--- config.mk ---
export PLATFORM = sky130hd
export DESIGN_NAME = opp_programmer
export DESIGN_NICKNAME = d
export VERILOG_FILES = /design/src/inc/opp_pkg.sv /design/src/rtl/opp_timer.sv /design/src/rtl/opp_programmer.sv
export SDC_FILE = /design/constraint.sdc
export NUM_CORES = 1
export LEC_CHECK = 0
export BUFFER_PORTS_ARGS = -buffer_cell sky130_fd_sc_hd__clkbuf_2
export CORE_MARGIN = 2
export CORE_UTILIZATION = 25
export CTS_CLUSTER_DIAMETER = 40
export CTS_CLUSTER_SIZE = 16
export DETAILED_ROUTE_END_ITERATION = 10
export PLACE_DENSITY = 0.51
export SLEW_MARGIN = 15
export SYNTH_ARGS = -nofsm -noshare
export SYNTH_HDL_FRONTEND = slang
export SYNTH_SLANG_ARGS = --single-unit
--- constraint.sdc ---
create_clock -name CLK -period 6.35 [get_ports CLK]
set_input_delay 0.3175 -clock CLK [delete_from_list [all_inputs] [get_ports CLK]]
set_output_delay 0.3175 -clock CLK [all_outputs]
set_load 0.02 [all_outputs]
--- src/inc/opp_pkg.sv ---
// Contract
// - enter mode: supply raised, reset held low
// - page latch: ce high, strobe high, oe low
// - four bytes latched, then 0.1 ms pulse
// - verify page with ce and oe low
// - retry write and verify, ten times most
// - byte write: 0.1 ms strobe, ce low
// - verify byte by lowering oe after pulse
// - program only 0000H through EFFFH
// - read: reset low, address, read, sample
package opp_pkg;
  localparam int ADDR_W = 17;
  localparam int DATA_W = 8;
  localparam int PAGE_BYTES = 4;
  localparam int MAX_TRIES = 10;
  localparam logic [16:0] ADDR_LAST = 17'h0_EFFF;
  localparam int CLK_MHZ = 200;
  localparam int PULSE_US = 100;
  localparam int PULSE_CYC = PULSE_US * CLK_MHZ;
  localparam int SETTLE_CYC = 4;
  localparam int SETUP_CYC = 8;
  localparam logic [1:0] CMD_READ = 2'h0;
  localparam logic [1:0] CMD_BYTE = 2'h1;
  localparam logic [1:0] CMD_PAGE = 2'h2;
  typedef enum logic [7:0] {
    S_IDLE  = 8'b0000_0001,
    S_SETUP = 8'b0000_0010,
    S_LATCH = 8'b0000_0100,
    S_PULSE = 8'b0000_1000,
    S_VER   = 8'b0001_0000,
    S_READ  = 8'b0010_0000,
    S_GAP   = 8'b0100_0000,
    S_DONE  = 8'b1000_0000
  } opp_state_e;
endpackage

--- src/rtl/opp_timer.sv ---
`timescale 1ns/100ps
module opp_timer
  import opp_pkg::*;
#(
  parameter int W = 16
) (
  input wire logic CLK,
  input wire logic RSTN,
  input wire logic CE,
  input wire logic start,
  input wire logic [W-1:0] load,
  output logic busy
);
  logic [W-1:0] cnt_r;
  assign busy = (cnt_r != '0);
  always_ff @(posedge CLK) begin
    if (!RSTN) begin
      cnt_r <= '0;
    end else if (CE) begin
      if (start) cnt_r <= load;
      else if (busy) cnt_r <= cnt_r - 1'b1;
    end
  end
endmodule

--- src/rtl/opp_programmer.sv ---
`timescale 1ns/100ps
module opp_programmer
  import opp_pkg::*;
#(
  parameter int PULSE_CYCLES = PULSE_CYC
) (
  input wire logic CLK,
  input wire logic RSTN,
  input wire logic CE,
  input wire logic REQ_VALID,
  input wire logic [1:0] REQ_CMD,
  input wire logic [ADDR_W-1:0] REQ_ADDR,
  input wire logic [DATA_W*PAGE_BYTES-1:0] REQ_DATA,
  output logic REQ_READY,
  output logic DONE,
  output logic FAIL,
  output logic RANGE_ERR,
  output logic [DATA_W-1:0] RD_DATA,
  output logic PROG_MODE,
  output logic HIGH_VPP,
  output logic RESET_N_OUT,
  output logic CHIP_ENABLE_N,
  output logic OUTPUT_ENABLE_N,
  output logic PROGRAM_STROBE_N,
  output logic [ADDR_W-1:0] PROM_ADDRESS_BUS,
  output logic [DATA_W-1:0] PROM_DATA_O,
  output logic PROM_DATA_OE,
  input wire logic [DATA_W-1:0] PROM_DATA_I
);
  localparam int TW = $clog2(PULSE_CYCLES + 1);
  opp_state_e st_r, st_nxt;
  logic [DATA_W-1:0] din_s1_r, din_s2_r;
  logic [1:0] cmd_r, idx_r;
  logic [3:0] tries_r;
  logic [ADDR_W-1:0] base_r;
  logic [DATA_W*PAGE_BYTES-1:0] data_r;
  logic bad_r, t_start, t_busy;
  logic [TW-1:0] t_load;

  function automatic logic [DATA_W-1:0] byte_of(input logic [DATA_W*PAGE_BYTES-1:0] d, input logic [1:0] i);
    byte_of = d[i*DATA_W +: DATA_W];
  endfunction

  opp_timer #(.W(TW)) u_tmr (
    .CLK(CLK), .RSTN(RSTN), .CE(CE), .start(t_start), .load(t_load), .busy(t_busy)
  );

  wire [ADDR_W-1:0] cur_addr = base_r | ADDR_W'(idx_r);
  wire [DATA_W-1:0] want = byte_of(data_r, idx_r);
  wire mismatch = (din_s2_r != want);
  wire last_idx = (cmd_r != CMD_PAGE) || (idx_r == 2'(PAGE_BYTES - 1));
  // page request must start aligned and stay inside user space
  wire req_range_bad = (REQ_CMD != CMD_READ) &&
    ((REQ_ADDR > ADDR_LAST) || (REQ_CMD == CMD_PAGE && REQ_ADDR[1:0] != 2'h0));
  // a request counts only while ready is shown, so the first idle cycle after reset takes nothing
  wire take = (st_r == S_IDLE) && REQ_READY && REQ_VALID && !req_range_bad;

  always_comb begin
    st_nxt = st_r;
    t_start = 1'b0;
    t_load = TW'(SETTLE_CYC);
    unique case (st_r)
      S_IDLE: if (take) begin
        st_nxt = S_SETUP;
        t_start = 1'b1;
        t_load = TW'(SETUP_CYC);
      end
      S_SETUP: if (!t_busy) begin
        st_nxt = (cmd_r == CMD_READ) ? S_READ : (cmd_r == CMD_PAGE) ? S_LATCH : S_PULSE;
        t_start = 1'b1;
        // a state lasts one cycle past its load, so the pulse loads one less
        t_load = (cmd_r == CMD_BYTE) ? TW'(PULSE_CYCLES - 1) : TW'(SETTLE_CYC);
      end
      S_LATCH: if (!t_busy) begin
        t_start = 1'b1;
        st_nxt = last_idx ? S_PULSE : S_LATCH;
        t_load = last_idx ? TW'(PULSE_CYCLES - 1) : TW'(SETTLE_CYC);
      end
      S_PULSE: if (!t_busy) begin
        st_nxt = S_GAP;
        t_start = 1'b1;
      end
      S_GAP: if (!t_busy) begin
        st_nxt = S_VER;
        t_start = 1'b1;
        t_load = TW'(SETTLE_CYC + 2);
      end
      S_VER: if (!t_busy) begin
        if (bad_r || mismatch) begin
          st_nxt = (tries_r >= 4'(MAX_TRIES)) ? S_DONE : S_SETUP;
        end else if (!last_idx) begin
          st_nxt = S_VER;
        end else begin
          st_nxt = S_DONE;
        end
        t_start = (st_nxt != S_DONE);
      end
      S_READ: if (!t_busy) st_nxt = S_DONE;
      S_DONE: st_nxt = S_IDLE;
    endcase
  end

  always_ff @(posedge CLK) begin
    if (!RSTN) begin
      din_s1_r <= '0;
      din_s2_r <= '0;
    end else if (CE) begin
      din_s1_r <= PROM_DATA_I;
      din_s2_r <= din_s1_r;
    end
  end

  always_ff @(posedge CLK) begin
    if (!RSTN) begin
      st_r <= S_IDLE;
      cmd_r <= CMD_READ;
      idx_r <= '0;
      tries_r <= '0;
      base_r <= '0;
      data_r <= '0;
      bad_r <= 1'b0;
      DONE <= 1'b0;
      FAIL <= 1'b0;
      RANGE_ERR <= 1'b0;
      RD_DATA <= '0;
    end else if (CE) begin
      st_r <= st_nxt;
      DONE <= (st_r == S_DONE);
      RANGE_ERR <= (st_r == S_IDLE) && REQ_READY && REQ_VALID && req_range_bad;
      // a refused request leaves the last result and failure flag alone
      if (take) begin
        cmd_r <= REQ_CMD;
        base_r <= REQ_ADDR;
        data_r <= REQ_DATA;
        idx_r <= '0;
        tries_r <= '0;
        FAIL <= 1'b0;
      end
      if (st_r == S_SETUP && st_nxt != S_SETUP) begin
        idx_r <= '0;
        bad_r <= 1'b0;
        if (cmd_r != CMD_READ) tries_r <= tries_r + 4'h1;
      end
      if (st_r == S_LATCH && !t_busy && !last_idx) idx_r <= idx_r + 2'h1;
      if (st_r == S_PULSE && !t_busy) idx_r <= '0;
      if (st_r == S_VER && !t_busy) begin
        bad_r <= bad_r | mismatch;
        if (!last_idx) idx_r <= idx_r + 2'h1;
        if ((bad_r || mismatch) && tries_r >= 4'(MAX_TRIES)) FAIL <= 1'b1;
      end
      if (st_r == S_READ && !t_busy) RD_DATA <= din_s2_r;
    end
  end

  // pin levels; strobes decode from state so every mode in the table is reached
  wire busy_s = (st_r != S_IDLE) && (st_r != S_DONE);
  wire ce_n_nxt = !(st_nxt == S_READ || st_nxt == S_VER ||
    (st_nxt == S_PULSE && cmd_r == CMD_BYTE) || (st_nxt == S_GAP && cmd_r == CMD_BYTE));
  wire oe_n_nxt = !(st_nxt == S_READ || st_nxt == S_VER || st_nxt == S_LATCH);
  wire pgm_n_nxt = !(st_nxt == S_PULSE);
  // byte data is held through the gap so it outlasts the strobe's rising edge
  wire drive_nxt = (st_nxt == S_LATCH) ||
    ((st_nxt == S_PULSE || st_nxt == S_GAP) && cmd_r == CMD_BYTE);
  wire [ADDR_W-1:0] addr_nxt = (st_r == S_IDLE) ? REQ_ADDR : cur_addr;

  always_ff @(posedge CLK) begin
    if (!RSTN) begin
      REQ_READY <= 1'b0;
      PROG_MODE <= 1'b0;
      HIGH_VPP <= 1'b0;
      RESET_N_OUT <= 1'b1;
      CHIP_ENABLE_N <= 1'b1;
      OUTPUT_ENABLE_N <= 1'b1;
      PROGRAM_STROBE_N <= 1'b1;
      PROM_ADDRESS_BUS <= '0;
      PROM_DATA_O <= '0;
      PROM_DATA_OE <= 1'b0;
    end else if (CE) begin
      REQ_READY <= (st_nxt == S_IDLE);
      PROG_MODE <= (st_nxt != S_IDLE) && (st_nxt != S_DONE);
      HIGH_VPP <= (st_nxt != S_IDLE) && (st_nxt != S_DONE) && (cmd_r != CMD_READ || st_r == S_IDLE ?
        (st_r == S_IDLE ? REQ_CMD != CMD_READ : 1'b1) : 1'b0);
      RESET_N_OUT <= !((st_nxt != S_IDLE) && (st_nxt != S_DONE));
      CHIP_ENABLE_N <= ce_n_nxt;
      OUTPUT_ENABLE_N <= oe_n_nxt;
      PROGRAM_STROBE_N <= pgm_n_nxt;
      PROM_ADDRESS_BUS <= addr_nxt;
      PROM_DATA_O <= byte_of(data_r, st_r == S_IDLE ? 2'h0 : idx_r);
      PROM_DATA_OE <= drive_nxt;
    end
  end

  a_bus_clash: assert property (@(posedge CLK) disable iff (!RSTN)
    PROM_DATA_OE |-> (OUTPUT_ENABLE_N || CHIP_ENABLE_N)) else $error("programmer drives bus during device read");
  a_strobe_width: assert property (@(posedge CLK) disable iff (!RSTN)
    $fell(PROGRAM_STROBE_N) |=> !PROGRAM_STROBE_N [*8]) else $error("program pulse too short");
  a_mode_held: assert property (@(posedge CLK) disable iff (!RSTN)
    !PROGRAM_STROBE_N |-> !RESET_N_OUT && HIGH_VPP) else $error("strobe outside programming mode");
  a_page_pins: assert property (@(posedge CLK) disable iff (!RSTN)
    (!PROGRAM_STROBE_N && CHIP_ENABLE_N) |-> OUTPUT_ENABLE_N) else $error("page pulse with oe low");
  a_tries_cap: assert property (@(posedge CLK) disable iff (!RSTN)
    tries_r <= 4'(MAX_TRIES)) else $error("retry limit exceeded");
  a_fail_done: assert property (@(posedge CLK) disable iff (!RSTN)
    $rose(FAIL) |-> ##[1:3] DONE) else $error("failure without completion");
  a_range_ok: assert property (@(posedge CLK) disable iff (!RSTN)
    !PROGRAM_STROBE_N |-> PROM_ADDRESS_BUS <= ADDR_LAST) else $error("write beyond last address");
  a_verify_pins: assert property (@(posedge CLK) disable iff (!RSTN)
    (st_r == S_VER) |-> !CHIP_ENABLE_N && !OUTPUT_ENABLE_N && PROGRAM_STROBE_N) else $error("bad verify pins");
  c_page: cover property (@(posedge CLK) st_r == S_PULSE && cmd_r == CMD_PAGE);
  c_byte: cover property (@(posedge CLK) st_r == S_PULSE && cmd_r == CMD_BYTE);
  c_retry: cover property (@(posedge CLK) st_r == S_VER && st_nxt == S_SETUP);
  c_read: cover property (@(posedge CLK) DONE && cmd_r == CMD_READ);
endmodule

After elaboration in Yosys (flattened, before gate mapping)

Cells that the tools add are included.

Register bits after elaboration: 141
Latch bits: 0
Bits in writable memories: 0
ROM bits: 0
Bits of input ports: 63
Output and inout port bits: 44
Logic and storage cells: 151
Memories kept: 0

$add $sub $neg: 3
Multipliers: 0
Div/mod/pow operators: 0
Order comparisons: 2
Equality and inequality tests: 24
Shifts and indexed selects: 2
Multiplexer cells: 47
Bitwise operators: 2
Reduce and logical (&&, ||, !) cells: 47

Operators with widths:

| kind                  | count |
|---|---|
| $mux 8                | 12 |
| $mux 15               | 6 |
| $pmux 8 s8            | 1 |
| $shiftx 32x6->8       | 2 |
| $pmux 15 s4           | 1 |
| $mux 4                | 6 |
| $logic_and 1x1->1     | 18 |
| $gt 17x16->1 const B  | 1 |
| $mux 17               | 1 |
| $or 17x2->17          | 1 |
| $eq 8x1->1 const B    | 2 |
| $eq 8x3->1 const B    | 2 |
| $eq 8x4->1 const B    | 2 |
| $eq 8x5->1 const B    | 2 |
| $eq 8x6->1 const B    | 2 |
| $eq 8x7->1 const B    | 2 |
| $mux 2                | 8 |
| $ne 8x8->1 const B    | 2 |
| $reduce_bool 15->1    | 1 |
| $sub 15x1->15 const B | 1 |
| $logic_or 1x1->1      | 10 |
| $mux 1                | 10 |
| $reduce_bool 2->1     | 5 |
| $eq 8x2->1 const B    | 1 |
| 17 further kinds      | 28 |

Logic depth before layout (Yosys ltp)

Gate-level depths: netlist (run 1).

Word-level depth: 15
Depth in mapped cells: 12
Gate-level depth less buffers: 11

Hierarchy

From an unflattened synthesis (run 1), not the netlist that was laid out.

Cells, all modules: 855
Area, all modules: 7045.5 um^2

By module, submodules not included:

| module         | instances | cells an instance | area each (um^2) |
|---|---|---|---|
| opp_programmer | 1         | 723               | 6004.5 |
| opp_timer      | 1         | 132               | 1041.0 |

Worst setup path after synthesis (run 1)

OpenSTA, ideal clock, no wires.

Path type: reg2reg
Start point: register u_tmr.cnt_r[0]
End point: register CHIP_ENABLE_N
Setup time: 122 ps
Data arrival time: 2930 ps
Required time: 6228 ps
Path slack: 3298 ps
Cell stages (with the launch flop): 12
Path buffers: 0
Clock period less this slack: 3052 ps
Cells stage by stage: dfxtp_1 > inv_1 > ha_1 > or4b_2 > nor4_1 > and2_1 > mux2_2 > a211oi_2 > nand3_2 > nor4_4 > o31ai_1 > a221o_1

Word-level cells in the longest chain between the ends: 8
Elaborated cells on any way between the ends: 18
Those cells by class: eq/ne: 4; mux: 7; reduce/logical: 7

Ends and longest elaborated chain:

| element                                                      | RTL line                                     | RTL |
|---|---|---|
| from (decl)                                                  | opp_timer.sv:14                              | `logic [W-1:0] cnt_r;` |
| from (signal assigned)                                       | opp_timer.sv:20                              | `if (start) cnt_r <= load;` |
| from (signal assigned)                                       | opp_timer.sv:21                              | `else if (busy) cnt_r <= cnt_r - 1'b1;` |
| $reduce_bool 15->1 *                                         | opp_timer.sv:15                              | `assign busy = (cnt_r != '0);` |
| $mux 8, or another cell as far along                         | opp_programmer.sv:98                         | `S_READ: if (!t_busy) st_nxt = S_DONE;` |
| $pmux 8 s8 *                                                 | opp_programmer.sv:62                         | `unique case (st_r)` |
| $eq 8x6->1, or another cell as far along                     | opp_programmer.sv:157                        | `wire ce_n_nxt = !(st_nxt == S_READ \|\| st_nxt == S_VER \|\|` |
| $logic_or 1x1->1 / $logic_and 1x1->1 (equally long branches) | opp_programmer.sv:157, opp_programmer.sv:158 |  |
| $logic_or 1x1->1                                             | opp_programmer.sv:157                        |  |
| $logic_or 1x1->1 *                                           | opp_programmer.sv:158                        | `(st_nxt == S_PULSE && cmd_r == CMD_BYTE) \|\| (st_nxt == S_GAP && cmd_r == CMD_BYTE));` |
| $logic_not 1->1 *                                            | opp_programmer.sv:157                        |  |
| to (signal assigned)                                         | opp_programmer.sv:184                        | `CHIP_ENABLE_N <= ce_n_nxt;` |
| to (decl)                                                    | opp_programmer.sv:22                         | `output logic CHIP_ENABLE_N,` |

Every way passes the cells marked *; elsewhere a longest branch is shown, timed or not.
A chain may end at the register's enable or synchronous reset.

Final worst setup path (run 1)

Start point: register idx_r[1]
End point: register u_tmr.cnt_r[13]

Word-level cells in the longest chain between the ends: 11
Elaborated cells on any way between the ends: 15
Those cells by class: eq/ne: 3; shift: 1; mux: 7; reduce/logical: 4

Ends and longest elaborated chain:

| element                                               | RTL line                                   | RTL |
|---|---|---|
| from (decl)                                           | opp_programmer.sv:33                       | `logic [1:0] cmd_r, idx_r;` |
| from (signal assigned)                                | opp_programmer.sv:144                      | `if (st_r == S_LATCH && !t_busy && !last_idx) idx_r <= idx_r + 2'h1;` |
| from (signal assigned)                                | opp_programmer.sv:148                      | `if (!last_idx) idx_r <= idx_r + 2'h1;` |
| $shiftx 32x6->8 / $eq 2x2->1 (equally long branches)  | opp_programmer.sv:41, opp_programmer.sv:51 |  |
| $ne 8x8->1 / $logic_or 1x1->1 (equally long branches) | opp_programmer.sv:50, opp_programmer.sv:51 |  |
| $logic_or 1x1->1 / $mux 8 (equally long branches)     | opp_programmer.sv:89, opp_programmer.sv:91 |  |
| $mux 8 *                                              | opp_programmer.sv:89                       | `if (bad_r \|\| mismatch) begin` |
| $mux 8 *                                              | opp_programmer.sv:88                       | `S_VER: if (!t_busy) begin` |
| $mux 8 *                                              | opp_programmer.sv:62                       |  |
| $ne 8x8->1 *                                          | opp_programmer.sv:96                       | `t_start = (st_nxt != S_DONE);` |
| $mux 1 *                                              | opp_programmer.sv:88                       |  |
| $pmux 1 s3 *                                          | opp_programmer.sv:62                       |  |
| $reduce_bool 2->1 (no source line)                    | -                                          |  |
| $reduce_and 2->1 (no source line)                     | -                                          |  |

Every way passes the cells marked *; elsewhere a longest branch is shown, timed or not. The select of a mux whose other input is x is not followed.

==> run_results.csv, run 1 <==
group,metric,value,unit
placed_design,gp_congestion,0.926,
critical_path,crit_slowest_cell,"dfxtp_1",
outcome,status,"complete, no violations",
cells_and_area,syn_to_final_growth,20.8,%
power_and_ir_drop,irDropWorstVdd,0.000216,V
power_and_ir_drop,p_switching,0.879,mW
clocking,htree_levels,4,
critical_path,worstPathRequired,6.65,ns
detailed_routing,ant_nets,0,
clocking,tritoncts,"yes",
timing,fin_crit,3.62,ns
clocking,clockBufferDepth,2,
floorplanning,num_rows,60,
timing,setup_tns,0,ns
clocking,cts_post_setup_buffers_inserted,0,
clocking,path_clk_slew,0.07,ns
global_routing,grt.overflow.total,0,
critical_path,max_stage_delay,0.92,ns
synthesis,synth_area_per_cell,8.26,um^2
synthesis,yosys.area.top_type,"dfxtp_1",
floorplanning,die_w,169,um
detailed_routing,via_per_inst,4.97,
global_routing,grt_max_degree,53,
power_and_ir_drop,swShare,31.9,%
cells_and_area,final_nets,966,
synthesis,synthMostInstantiatedCell,"nand2_1",
cells_and_area,final_cell_area,8250,um^2
global_routing,grt_use_total,14.4,%
timing,drv_slew,0,
placed_design,io_buffers,106,
critical_path,path_max_fanout,21,
synthesis,synth_edf_count,0,
synthesis,synthArstFlopShare,0,%
run,drv_cap,0,
placed_design,dpl_cell_area,7610,um^2
global_routing,grt_pass1_wl,32400,um
critical_path,worstPathCellList,"mux2i_1, mux2_2, o2111ai_1, nor3_1, o31ai_1, a21oi_1, o21ai_1, nor2_1",
cells_and_area,final_core_util,30.7,%
timing,post-route-period-util,57.1,%
power_and_ir_drop,pwr-share-clk,39.8,%
timing,fmax,276,MHz
timing,tightest_slew,1.11,ns
synthesis,synth_cell_types,70,
cells_and_area,drive_gt1_share,19.5,%
synthesis,netlist_instances,827,
timing,setup_viol,0,
detailed_routing,drt_iter0_markers,372,
timing,rsz0062_at_grt,"false",
placed_design,dpl.hpwl,14300,um
detailed_routing,totalWireLength,20400,um
detailed_routing,wl_per_cell,16.3,um
detailed_routing,drt_pass1_iterations,5,
critical_path,crit_family,"compound AO/OA/AOI/OAI gates",
floorplanning,num_io_pins,107,
floorplanning,dieArea,28700,um^2
clocking,cts_root_buf,"clkbuf_16",
detailed_routing,vias,6228,
floorplanning,die_h,169,um
critical_path,critPathLaunchType,"flop",
synthesis,yosys_warnings,0,
critical_path,path_buf_inv,0,
global_routing,grt_pass1_vias,5864,
power_and_ir_drop,pwr-share-comb,23.3,%
power_and_ir_drop,p_per_area,334,nW/um^2
synthesis,synth.area.top_cells,"dfxtp_1 (41%), nand2_1 (8.8%), a21oi_1 (6.4%)",
timing,hold_viol_final,0,
power_and_ir_drop,p_leak,3.17,nW
clocking,cts_sinks,141,
detailed_routing,drc,0,
synthesis,synth_top_cell_area_share,41.3,%
synthesis,ys_ff_latch,141,
clocking,cts_buffers,17,
critical_path,crit_path_end_kind,"flop",
clocking,cts_resized,0,
power_and_ir_drop,p_seq_share,36.9,%
clocking,postCtsHoldBufs,0,
placed_design,placed_cells,1221,
timing,relSlewSlack,26.2,%
cells_and_area,antenna_cells,0,
cells_and_area,fillCellCount,2885,
floorplanning,core_region_area,26900,um^2
timing,finClkSkew,0.0137,ns
clocking,clkLatencyLatePin,0.43,ns
critical_path,critical_path_class,"flop to flop",
synthesis,synth_nets,894,
synthesis,synthFlopType,"dfxtp_1",
synthesis,ys_top_cells_by_count,"nand2_1 (161), dfxtp_1 (141), a21oi_1 (88), nor2_1 (88), clkbuf_1 (46)",
power_and_ir_drop,p_int,1.88,mW
synthesis,yosysSeqAreaShare,41.3,%
floorplanning,floorplan.initialDensity,25.4,%
global_routing,antenna_found_initial,0,
critical_path,arrival,3.92,ns
cells_and_area,instances_no_fill,1253,
synthesis,syn_area,6830,um^2
critical_path,r2r_slack,2.73,ns
min_path,hp-class,"input pin to flop",
layout make-up:
class / instances / area (um^2) / share of cell area, %
multi-input cells: 614 / 3720 / 45.1
clock inverters: 14 / 205 / 2.49
well taps: 341 / 427 / 5.17
inverters: 11 / 42.5 / 0.516
clock buffers: 18 / 439 / 5.32
flip-flops and latches: 141 / 2820 / 34.2
repair buffers: 114 / 593 / 7.19
stage by stage:
step | power [mW] | hold slack (ns) | worst slack, ns
4_1_cts | 2.78 | 0.0946 | 2.74
2_1_floorplan | 1.50 | 0.432 | 3.30
5_1_grt | 2.89 | 0.0992 | 2.46
3_3_place_gp | 1.68 | 0.443 | 2.83
6_report | 2.75 | 0.105 | 2.73
3_5_place_dp | 1.67 | 0.445 | 2.77
power by group through the flow:
stage / logic [mW] / clock network (mW) / registers, mW
final: 0.642 / 1.10 / 1.02
after global routing: 0.704 / 1.16 / 1.03
after CTS: 0.642 / 1.12 / 1.02
after detailed placement: 0.638 / 0 / 1.04
after global placement: 0.639 / 0 / 1.04
after floorplan: 0.463 / 0 / 1.03
placed cells by master, fill, tap and decap left out, types with 8 or more instances in the layout:
cell       synthesis  layout
nand4_1            8       8
dfxtp_1          141     141
o21ai_0           15      15
a311oi_1          17      17
xnor2_1           14      14
o211ai_1           8       8
nor2_1            88      87
a21oi_1           88      88
or3_1              8       8
nand3_1           19      19
buf_4              3       9
o221ai_1           9       9
a31oi_1           10      10
clkbuf_2           0     105
nor2b_1            9       9
nor3_1            14      14
nand2_1          161     160
inv_1             10      10
clkbuf_16          0      17
mux2i_1           37      37
per-layer routing:
metal | global-route usage (%) | vias up | part of all wire (%)
met4 | 4.87 | 0 | 2.1
met5 | 0 | - | 0
li1 | - | 3110 | -
met2 | 23.0 | 162 | 47
met3 | 3.64 | 21 | 5.3
met1 | 19.1 | 2935 | 46
logic make-up after synthesis:
family	synth area share, %
simple gates	24.3
flops	41.3
fa+ha+maj	0.879
compound gates	18.5
xor+xnor	2.44
mux	8.23
buf+inv	4.31
final timing paths:
| kind | start | to | depth (start not counted) |
|---|---|---|---|
| setup / recovery | idx_r[1]$_SDFFE_PN0P_ | u_tmr.cnt_r[13]$_SDFFE_PN0P_ | 8 |
| hold / removal | REQ_DATA[27] | data_r[27]$_SDFFE_PN0P_ | 3 |
| setup reg to reg | idx_r[1]$_SDFFE_PN0P_ | u_tmr.cnt_r[13]$_SDFFE_PN0P_ | 8 |
| hold reg to reg | base_r[0]$_SDFFE_PN0P_ | base_r[0]$_SDFFE_PN0P_ | 2 |
sequential cells by signal, summed over array words and instances, names as in the netlist, 2 cells and up:
signal	flops
PROM_ADDRESS_BUS	17
tries_r	4
u_tmr.cnt_r	15
data_r	32
din_s1_r	8
idx_r	2
st_r	8
base_r	17
cmd_r	2
din_s2_r	8
RD_DATA	8
PROM_DATA_O	8
worst register-to-register path, stage by stage (launching register included):
cell and delay, ns:
dfxtp_1 0.92, mux2i_1 0.29, mux2_2 0.36, o2111ai_1 0.29, nor3_1 0.09, o31ai_1 0.60
a21oi_1 0.36, o21ai_1 0.49, nor2_1 0.10
Power figures use the tool's default switching activity.
==> run 2: changes to the inputs <==
--- a/config.mk
+++ b/config.mk
@@ -11,7 +11,7 @@
 export CTS_CLUSTER_DIAMETER = 40
 export CTS_CLUSTER_SIZE = 16
 export DETAILED_ROUTE_END_ITERATION = 10
-export PLACE_DENSITY = 0.51
+export PLACE_DENSITY = 0.52
 export SLEW_MARGIN = 15
 export SYNTH_ARGS = -nofsm -noshare
 export SYNTH_HDL_FRONTEND = slang
==> constraint.sdc (replaced) <==
create_clock -name CLK -period 3.12 [get_ports CLK]
set_input_delay 0.156 -clock CLK [delete_from_list [all_inputs] [get_ports CLK]]
set_output_delay 0.156 -clock CLK [all_outputs]
set_load 0.02 [all_outputs]
==> run_results.csv, run 2 (synthesis results as in run 1) <==
group,metric,value,unit
outcome,status,"finished with violations",
outcome,failed_checks,"negative hold slack",
cells_and_area,regMostFlops,"data_r",
timing,setup_viol,0,
min_path,hp-class,"input pin to flop",
floorplanning,dieArea,28700,um^2
placed_design,dpl_cell_area,7990,um^2
global_routing,grt_pass1_wl,34700,um
floorplanning,num_io_pins,107,
cells_and_area,largest_reg_flops,32,
cells_and_area,drive_gt1_share,23.5,%
placed_design,placed_cells,1267,
global_routing,grt_pass1_vias,6436,
floorplanning,die_w,169,um
cells_and_area,top_regs,"data_r (32), PROM_ADDRESS_BUS (17), base_r (17)",
cells_and_area,fillCellCount,2811,
cells_and_area,mostFrequentLayoutCells,"nand2_1 (159), dfxtp_1 (139), clkbuf_2 (105), nor2_1 (87), a21oi_1 (87)",
cells_and_area,instances_no_fill,1358,
global_routing,grt_use_total,15.3,%
clocking,cts_sinks,141,
cells_and_area,syn_to_final_growth,36.6,%
global_routing,antenna_found_initial,0,
critical_path,arrival,3.28,ns
timing,finClkSkew,0.0198,ns
cells_and_area,antenna_cells,0,
floorplanning,num_rows,60,
global_routing,grt.overflow.total,0,
critical_path,path_max_fanout,8,
placed_design,gp_congestion,0.900,
timing,setup_tns,0,ns
power_and_ir_drop,p_per_area,657,nW/um^2
detailed_routing,drt_pass1_iterations,5,
detailed_routing,via_per_inst,4.85,
clocking,cts_buffers,17,
timing,tightest_slew,0.714,ns
clocking,tritoncts,"yes",
cells_and_area,final_nets,1071,
timing,hold_viol_final,1,
timing,fin_crit,2.97,ns
placed_design,io_buffers,106,
detailed_routing,vias,6582,
power_and_ir_drop,p_total,6.13,mW
floorplanning,die_h,169,um
clocking,cts_root_buf,"clkbuf_16",
detailed_routing,drc,0,
clocking,clockBufferDepth,2,
critical_path,critPathLaunchType,"flop",
timing,drv_slew,0,
timing,fmax,337,MHz
run,drv_cap,0,
cells_and_area,layout_commonest_cell,"nand2_1",
critical_path,worstPathRequired,3.43,ns
detailed_routing,drt_iter0_markers,309,
floorplanning,floorplan.initialDensity,25.4,%
clocking,htree_levels,4,
power_and_ir_drop,p_leak,3.70,nW
timing,rsz0062_at_grt,"true",
critical_path,crit_path_end_kind,"flop",
timing,post-route-period-util,95.1,%
timing,holdWs,-0.0102,ns
clocking,clkLatencyLatePin,0.43,ns
detailed_routing,wl_per_cell,15.9,um
cells_and_area,final_cell_area,9330,um^2
detailed_routing,totalWireLength,21600,um
power_and_ir_drop,irDropWorstVdd,0.000350,V
critical_path,critical_path_class,"flop to flop",
clocking,path_clk_slew,0.07,ns
timing,relSlewSlack,52.4,%
detailed_routing,ant_nets,0,
global_routing,grt_max_degree,53,
floorplanning,core_region_area,26900,um^2
placed_design,dpl.hpwl,15100,um
run 2: cell types whose count changed in the layout (fill, tap and decap cells not counted), sizes merged:
| cell | delta |
|---|---|
| clkinv | -3 |
| buf | +50 |
| dlygate4sd3 | +55 |
| inv | +2 |
| bufinv | +1 |
run 2: layer usage:
layer,wire (um),global-route usage [%],vias to the layer above
met5,0,0,-
met4,337,4.53,0
met3,932,3.61,20
met2,10500,25.5,138
met1,9870,19.8,3111
li1,-,-,3313
run 2: worst max-delay path, stage by stage (launching register included):
cell,delay [ns]
dfxtp_1,0.31
inv_1,0.07
ha_1,0.16
buf_4,0.11
or3b_4,0.41
or4_4,0.53
nand2_2,0.09
a21oi_2,0.09
a211oi_4,0.32
nand3_4,0.15
o31ai_4,0.24
buf_6,0.16
nand4_1,0.10
o311ai_1,0.13
run 2: final timing paths:
path	to	startpoint	cells past startpoint	slack, ns
worst max-delay path	tries_r[3]$_SDFFE_PN0P_	u_tmr.cnt_r[1]$_SDFFE_PN0P_	13	0.15
worst min-delay path	data_r[6]$_SDFFE_PN0P_	REQ_DATA[6]	3	-0.01
worst max register to register	tries_r[3]$_SDFFE_PN0P_	u_tmr.cnt_r[1]$_SDFFE_PN0P_	13	0.15
worst min register to register	base_r[0]$_SDFFE_PN0P_	base_r[0]$_SDFFE_PN0P_	2	0.45
run 2: area by class of cell:
| type | count | area (um^2) | share of cell area [%] |
|---|---|---|---|
| timing repair buffer | 219 | 1560 | 16.7 |
| sequential | 141 | 2830 | 30.3 |
| tap | 341 | 427 | 4.57 |
| clock buffer | 18 | 439 | 4.71 |
| inverter | 11 | 42.5 | 0.456 |
| clock inverter | 14 | 229 | 2.45 |
| multi-input combinational | 614 | 3810 | 40.8 |
run 2: what timing repair did:
action	CTS	global route
setup endpoints to repair	13	20
setup buffers	3	1
hold endpoints to repair	65	0
pin swaps	4	2
resized for setup	7	14
hold buffers	55	0
run 2: power by group:
| part | switching, mW | internal (mW) | total (mW) |
|---|---|---|---|
| logic | 0.923 | 0.842 | 1.77 |
| registers | 0.115 | 1.93 | 2.05 |
| clock network | 0.852 | 1.46 | 2.32 |
| total | 1.89 | 4.24 | 6.13 |
run 2: through the flow:
step / hold WS, ns / worst slack, ns / util (%)
6_report: -0.0102 / 0.151 / 34.7
5_1_grt: 0.000937 / -0.0205 / 34.7
3_3_place_gp: 0.383 / -0.111 / 29.7
3_5_place_dp: 0.385 / -0.197 / 29.7
4_1_cts: 0.00155 / 0.0920 / 34.5
2_1_floorplan: 0.292 / 0.0682 / -
==> run 3: changes to the inputs <==
--- a/config.mk
+++ b/config.mk
@@ -7,11 +7,11 @@
 export LEC_CHECK = 0
 export BUFFER_PORTS_ARGS = -buffer_cell sky130_fd_sc_hd__clkbuf_2
 export CORE_MARGIN = 2
-export CORE_UTILIZATION = 25
+export CORE_UTILIZATION = 40
 export CTS_CLUSTER_DIAMETER = 40
 export CTS_CLUSTER_SIZE = 16
 export DETAILED_ROUTE_END_ITERATION = 10
-export PLACE_DENSITY = 0.52
+export PLACE_DENSITY = 0.71
 export SLEW_MARGIN = 15
 export SYNTH_ARGS = -nofsm -noshare
 export SYNTH_HDL_FRONTEND = slang
==> run_results.csv, run 3 (synthesis results as in run 1) <==
group,metric,value,unit
global_routing,grt_use_total,22.7,%
detailed_routing,drt_iter0_markers,490,
timing,layout_setup_ws,0.0673,ns
global_routing,grt_pass1_wl,32500,um
cells_and_area,regMostFlops,"data_r",
timing,fmax,328,MHz
timing,finClkSkew,0.00618,ns
placed_design,dpl.hpwl,13800,um
floorplanning,core_region_area,16600,um^2
cells_and_area,final_nets,1074,
clocking,htree_levels,4,
critical_path,cp-startpoint,"u_tmr.cnt_r[1]$_SDFFE_PN0P_",
critical_path,critPathLaunchType,"flop",
detailed_routing,via_per_inst,5.47,
timing,hold_viol_final,0,
clocking,clockBufferDepth,2,
timing,fin_crit,3.05,ns
detailed_routing,drc,0,
detailed_routing,vias,6775,
clocking,tritoncts,"yes",
floorplanning,die_h,135,um
outcome,status,"complete, no violations",
global_routing,grt_pass1_vias,6263,
floorplanning,dieArea,18100,um^2
clocking,path_clk_slew,0.06,ns
critical_path,r2r_start,"u_tmr.cnt_r[1]$_SDFFE_PN0P_",
global_routing,grt.overflow.total,0,
timing,rsz0062_at_grt,"true",
timing,tightest_slew,0.589,ns
timing,relSlewSlack,60.7,%
critical_path,critical_path_class,"flop to flop",
global_routing,grt_max_degree,53,
detailed_routing,ant_nets,0,
placed_design,gp_congestion,0.986,
clocking,clkLatencyLatePin,0.43,ns
detailed_routing,totalWireLength,20400,um
timing,post-route-period-util,97.8,%
critical_path,ff2ff_path_depth,11,
critical_path,worstPathRequired,3.43,ns
detailed_routing,drt_pass1_iterations,5,
floorplanning,num_rows,47,
clocking,cts_buffers,17,
critical_path,arrival,3.36,ns
timing,setup_viol,0,
timing,setup_tns,0,ns
timing,drv_slew,0,
clocking,cts_root_buf,"clkbuf_16",
power_and_ir_drop,p_leak,3.61,nW
detailed_routing,wl_per_cell,16.5,um
floorplanning,floorplan.initialDensity,41.0,%
placed_design,preCtsSetupSlack,-0.112,ns
critical_path,crit_path_end,"CHIP_ENABLE_N$_SDFFE_PN1P_",
power_and_ir_drop,irDropWorstVdd,0.000356,V
critical_path,r2r_slack,0.07,ns
critical_path,worstReg2RegEnd,"CHIP_ENABLE_N$_SDFFE_PN1P_",
clocking,cts_sinks,141,
run,drv_cap,0,
global_routing,antenna_found_initial,0,
cells_and_area,top_regs,"data_r (32), PROM_ADDRESS_BUS (17), base_r (17)",
placed_design,io_buffers,106,
cells_and_area,largest_reg_flops,32,
min_path,holdPathStages,3,
cells_and_area,syn_to_final_growth,31.9,%
cells_and_area,layout_commonest_cell,"nand2_1",
min_path,hp-class,"input pin to flop",
cells_and_area,fillCellCount,1490,
cells_and_area,drive_gt1_share,22.6,%
cells_and_area,mostFrequentLayoutCells,"nand2_1 (160), dfxtp_1 (140), clkbuf_2 (105), nor2_1 (87), a21oi_1 (87)",
critical_path,path_max_fanout,4,
floorplanning,num_io_pins,107,
critical_path,crit_path_end_kind,"flop",
power_and_ir_drop,p_per_area,615,nW/um^2
floorplanning,die_w,135,um
-- run 3: changes by cell type in the layout (fill, tap and decap cells not counted), sizes merged --
cell	change
inv	-7
bufinv	-5
clkinv	+4
dlygate4sd3	+4
clkbuf	+3
clkinvlp	+2
buf	-1
diode	+1
-- run 3: power by group --
group          internal [mW]  switching, mW  leakage [nW]
Sequential              1.93          0.128          1.15
Clock                   1.01          0.738         0.240
Combinational          0.819          0.907          2.22
-- run 3: worst min path at each step --
stage,startpoint,to,slack (ns)
floorplan,REQ_ADDR[0],base_r[0]$_SDFFE_PN0P_,0.29
global placement,REQ_DATA[21],data_r[21]$_SDFFE_PN0P_,0.38
detailed placement,REQ_DATA[21],data_r[21]$_SDFFE_PN0P_,0.39
CTS,RSTN,data_r[1]$_SDFFE_PN0P_,0.03
global route,RSTN,data_r[9]$_SDFFE_PN0P_,0.05
finish,RSTN,data_r[1]$_SDFFE_PN0P_,0.03
-- run 3: what timing repair did --
action,4_1_cts,5_1_grt
hold buffers,59,0
pin swaps,1,7
buffers inserted,0,5
gates resized for setup,3,14
setup endpoints to repair,8,19
hold endpoints to repair,69,0
-- run 3: worst max-delay path, stage by stage (launching register included) --
cell and delay [ns]:
dfxtp_2 0.32, inv_2 0.07, ha_4 0.14, or4b_4 0.48
nor4_4 0.26, and2_4 0.20, mux2_4 0.32, a211oi_4 0.27
nand3_4 0.14, nor4_4 0.31, o31ai_2 0.11, a221o_1 0.31
-- run 3: layout make-up --
type                            count  area (um^2)  share of cell area (%)
Timing Repair Buffer              222         1580                    17.5
Clock buffer                       21          450                    5.00
Inverter                           11         42.5                   0.472
Tap cell                          220          275                    3.06
Multi-Input combinational cell    614         3790                    42.1
Sequential cell                   141         2820                    31.3
Antenna cell                        1         2.50                  0.0278
Clock inverter                      8         47.5                   0.528
-- run 3: metrics by stage --
| stage | area (um^2) | hold slack (ns) | power (mW) | util (%) | instances |
|---|---|---|---|---|---|
| after floorplan | 6830 | 0.292 | 3.04 | - | 827 |
| after global placement | 7810 | 0.381 | 3.55 | 46.9 | 1144 |
| after detailed placement | 7810 | 0.386 | 3.56 | 46.9 | 1144 |
| after CTS | 8920 | 0.0276 | 5.40 | 53.6 | 1232 |
| after global routing | 9010 | 0.0520 | 5.80 | 54.1 | 1237 |
| final | 9010 | 0.0314 | 5.54 | 54.1 | 1238 |
-- run 3: layer usage --
layer	global-route usage, %	up-vias	part of all wire (%)
li1	-	3318	-
met1	28.0	3219	42
met2	38.0	204	49
met3	5.07	34	5.9
met4	9.77	0	2.6
met5	0	-	0
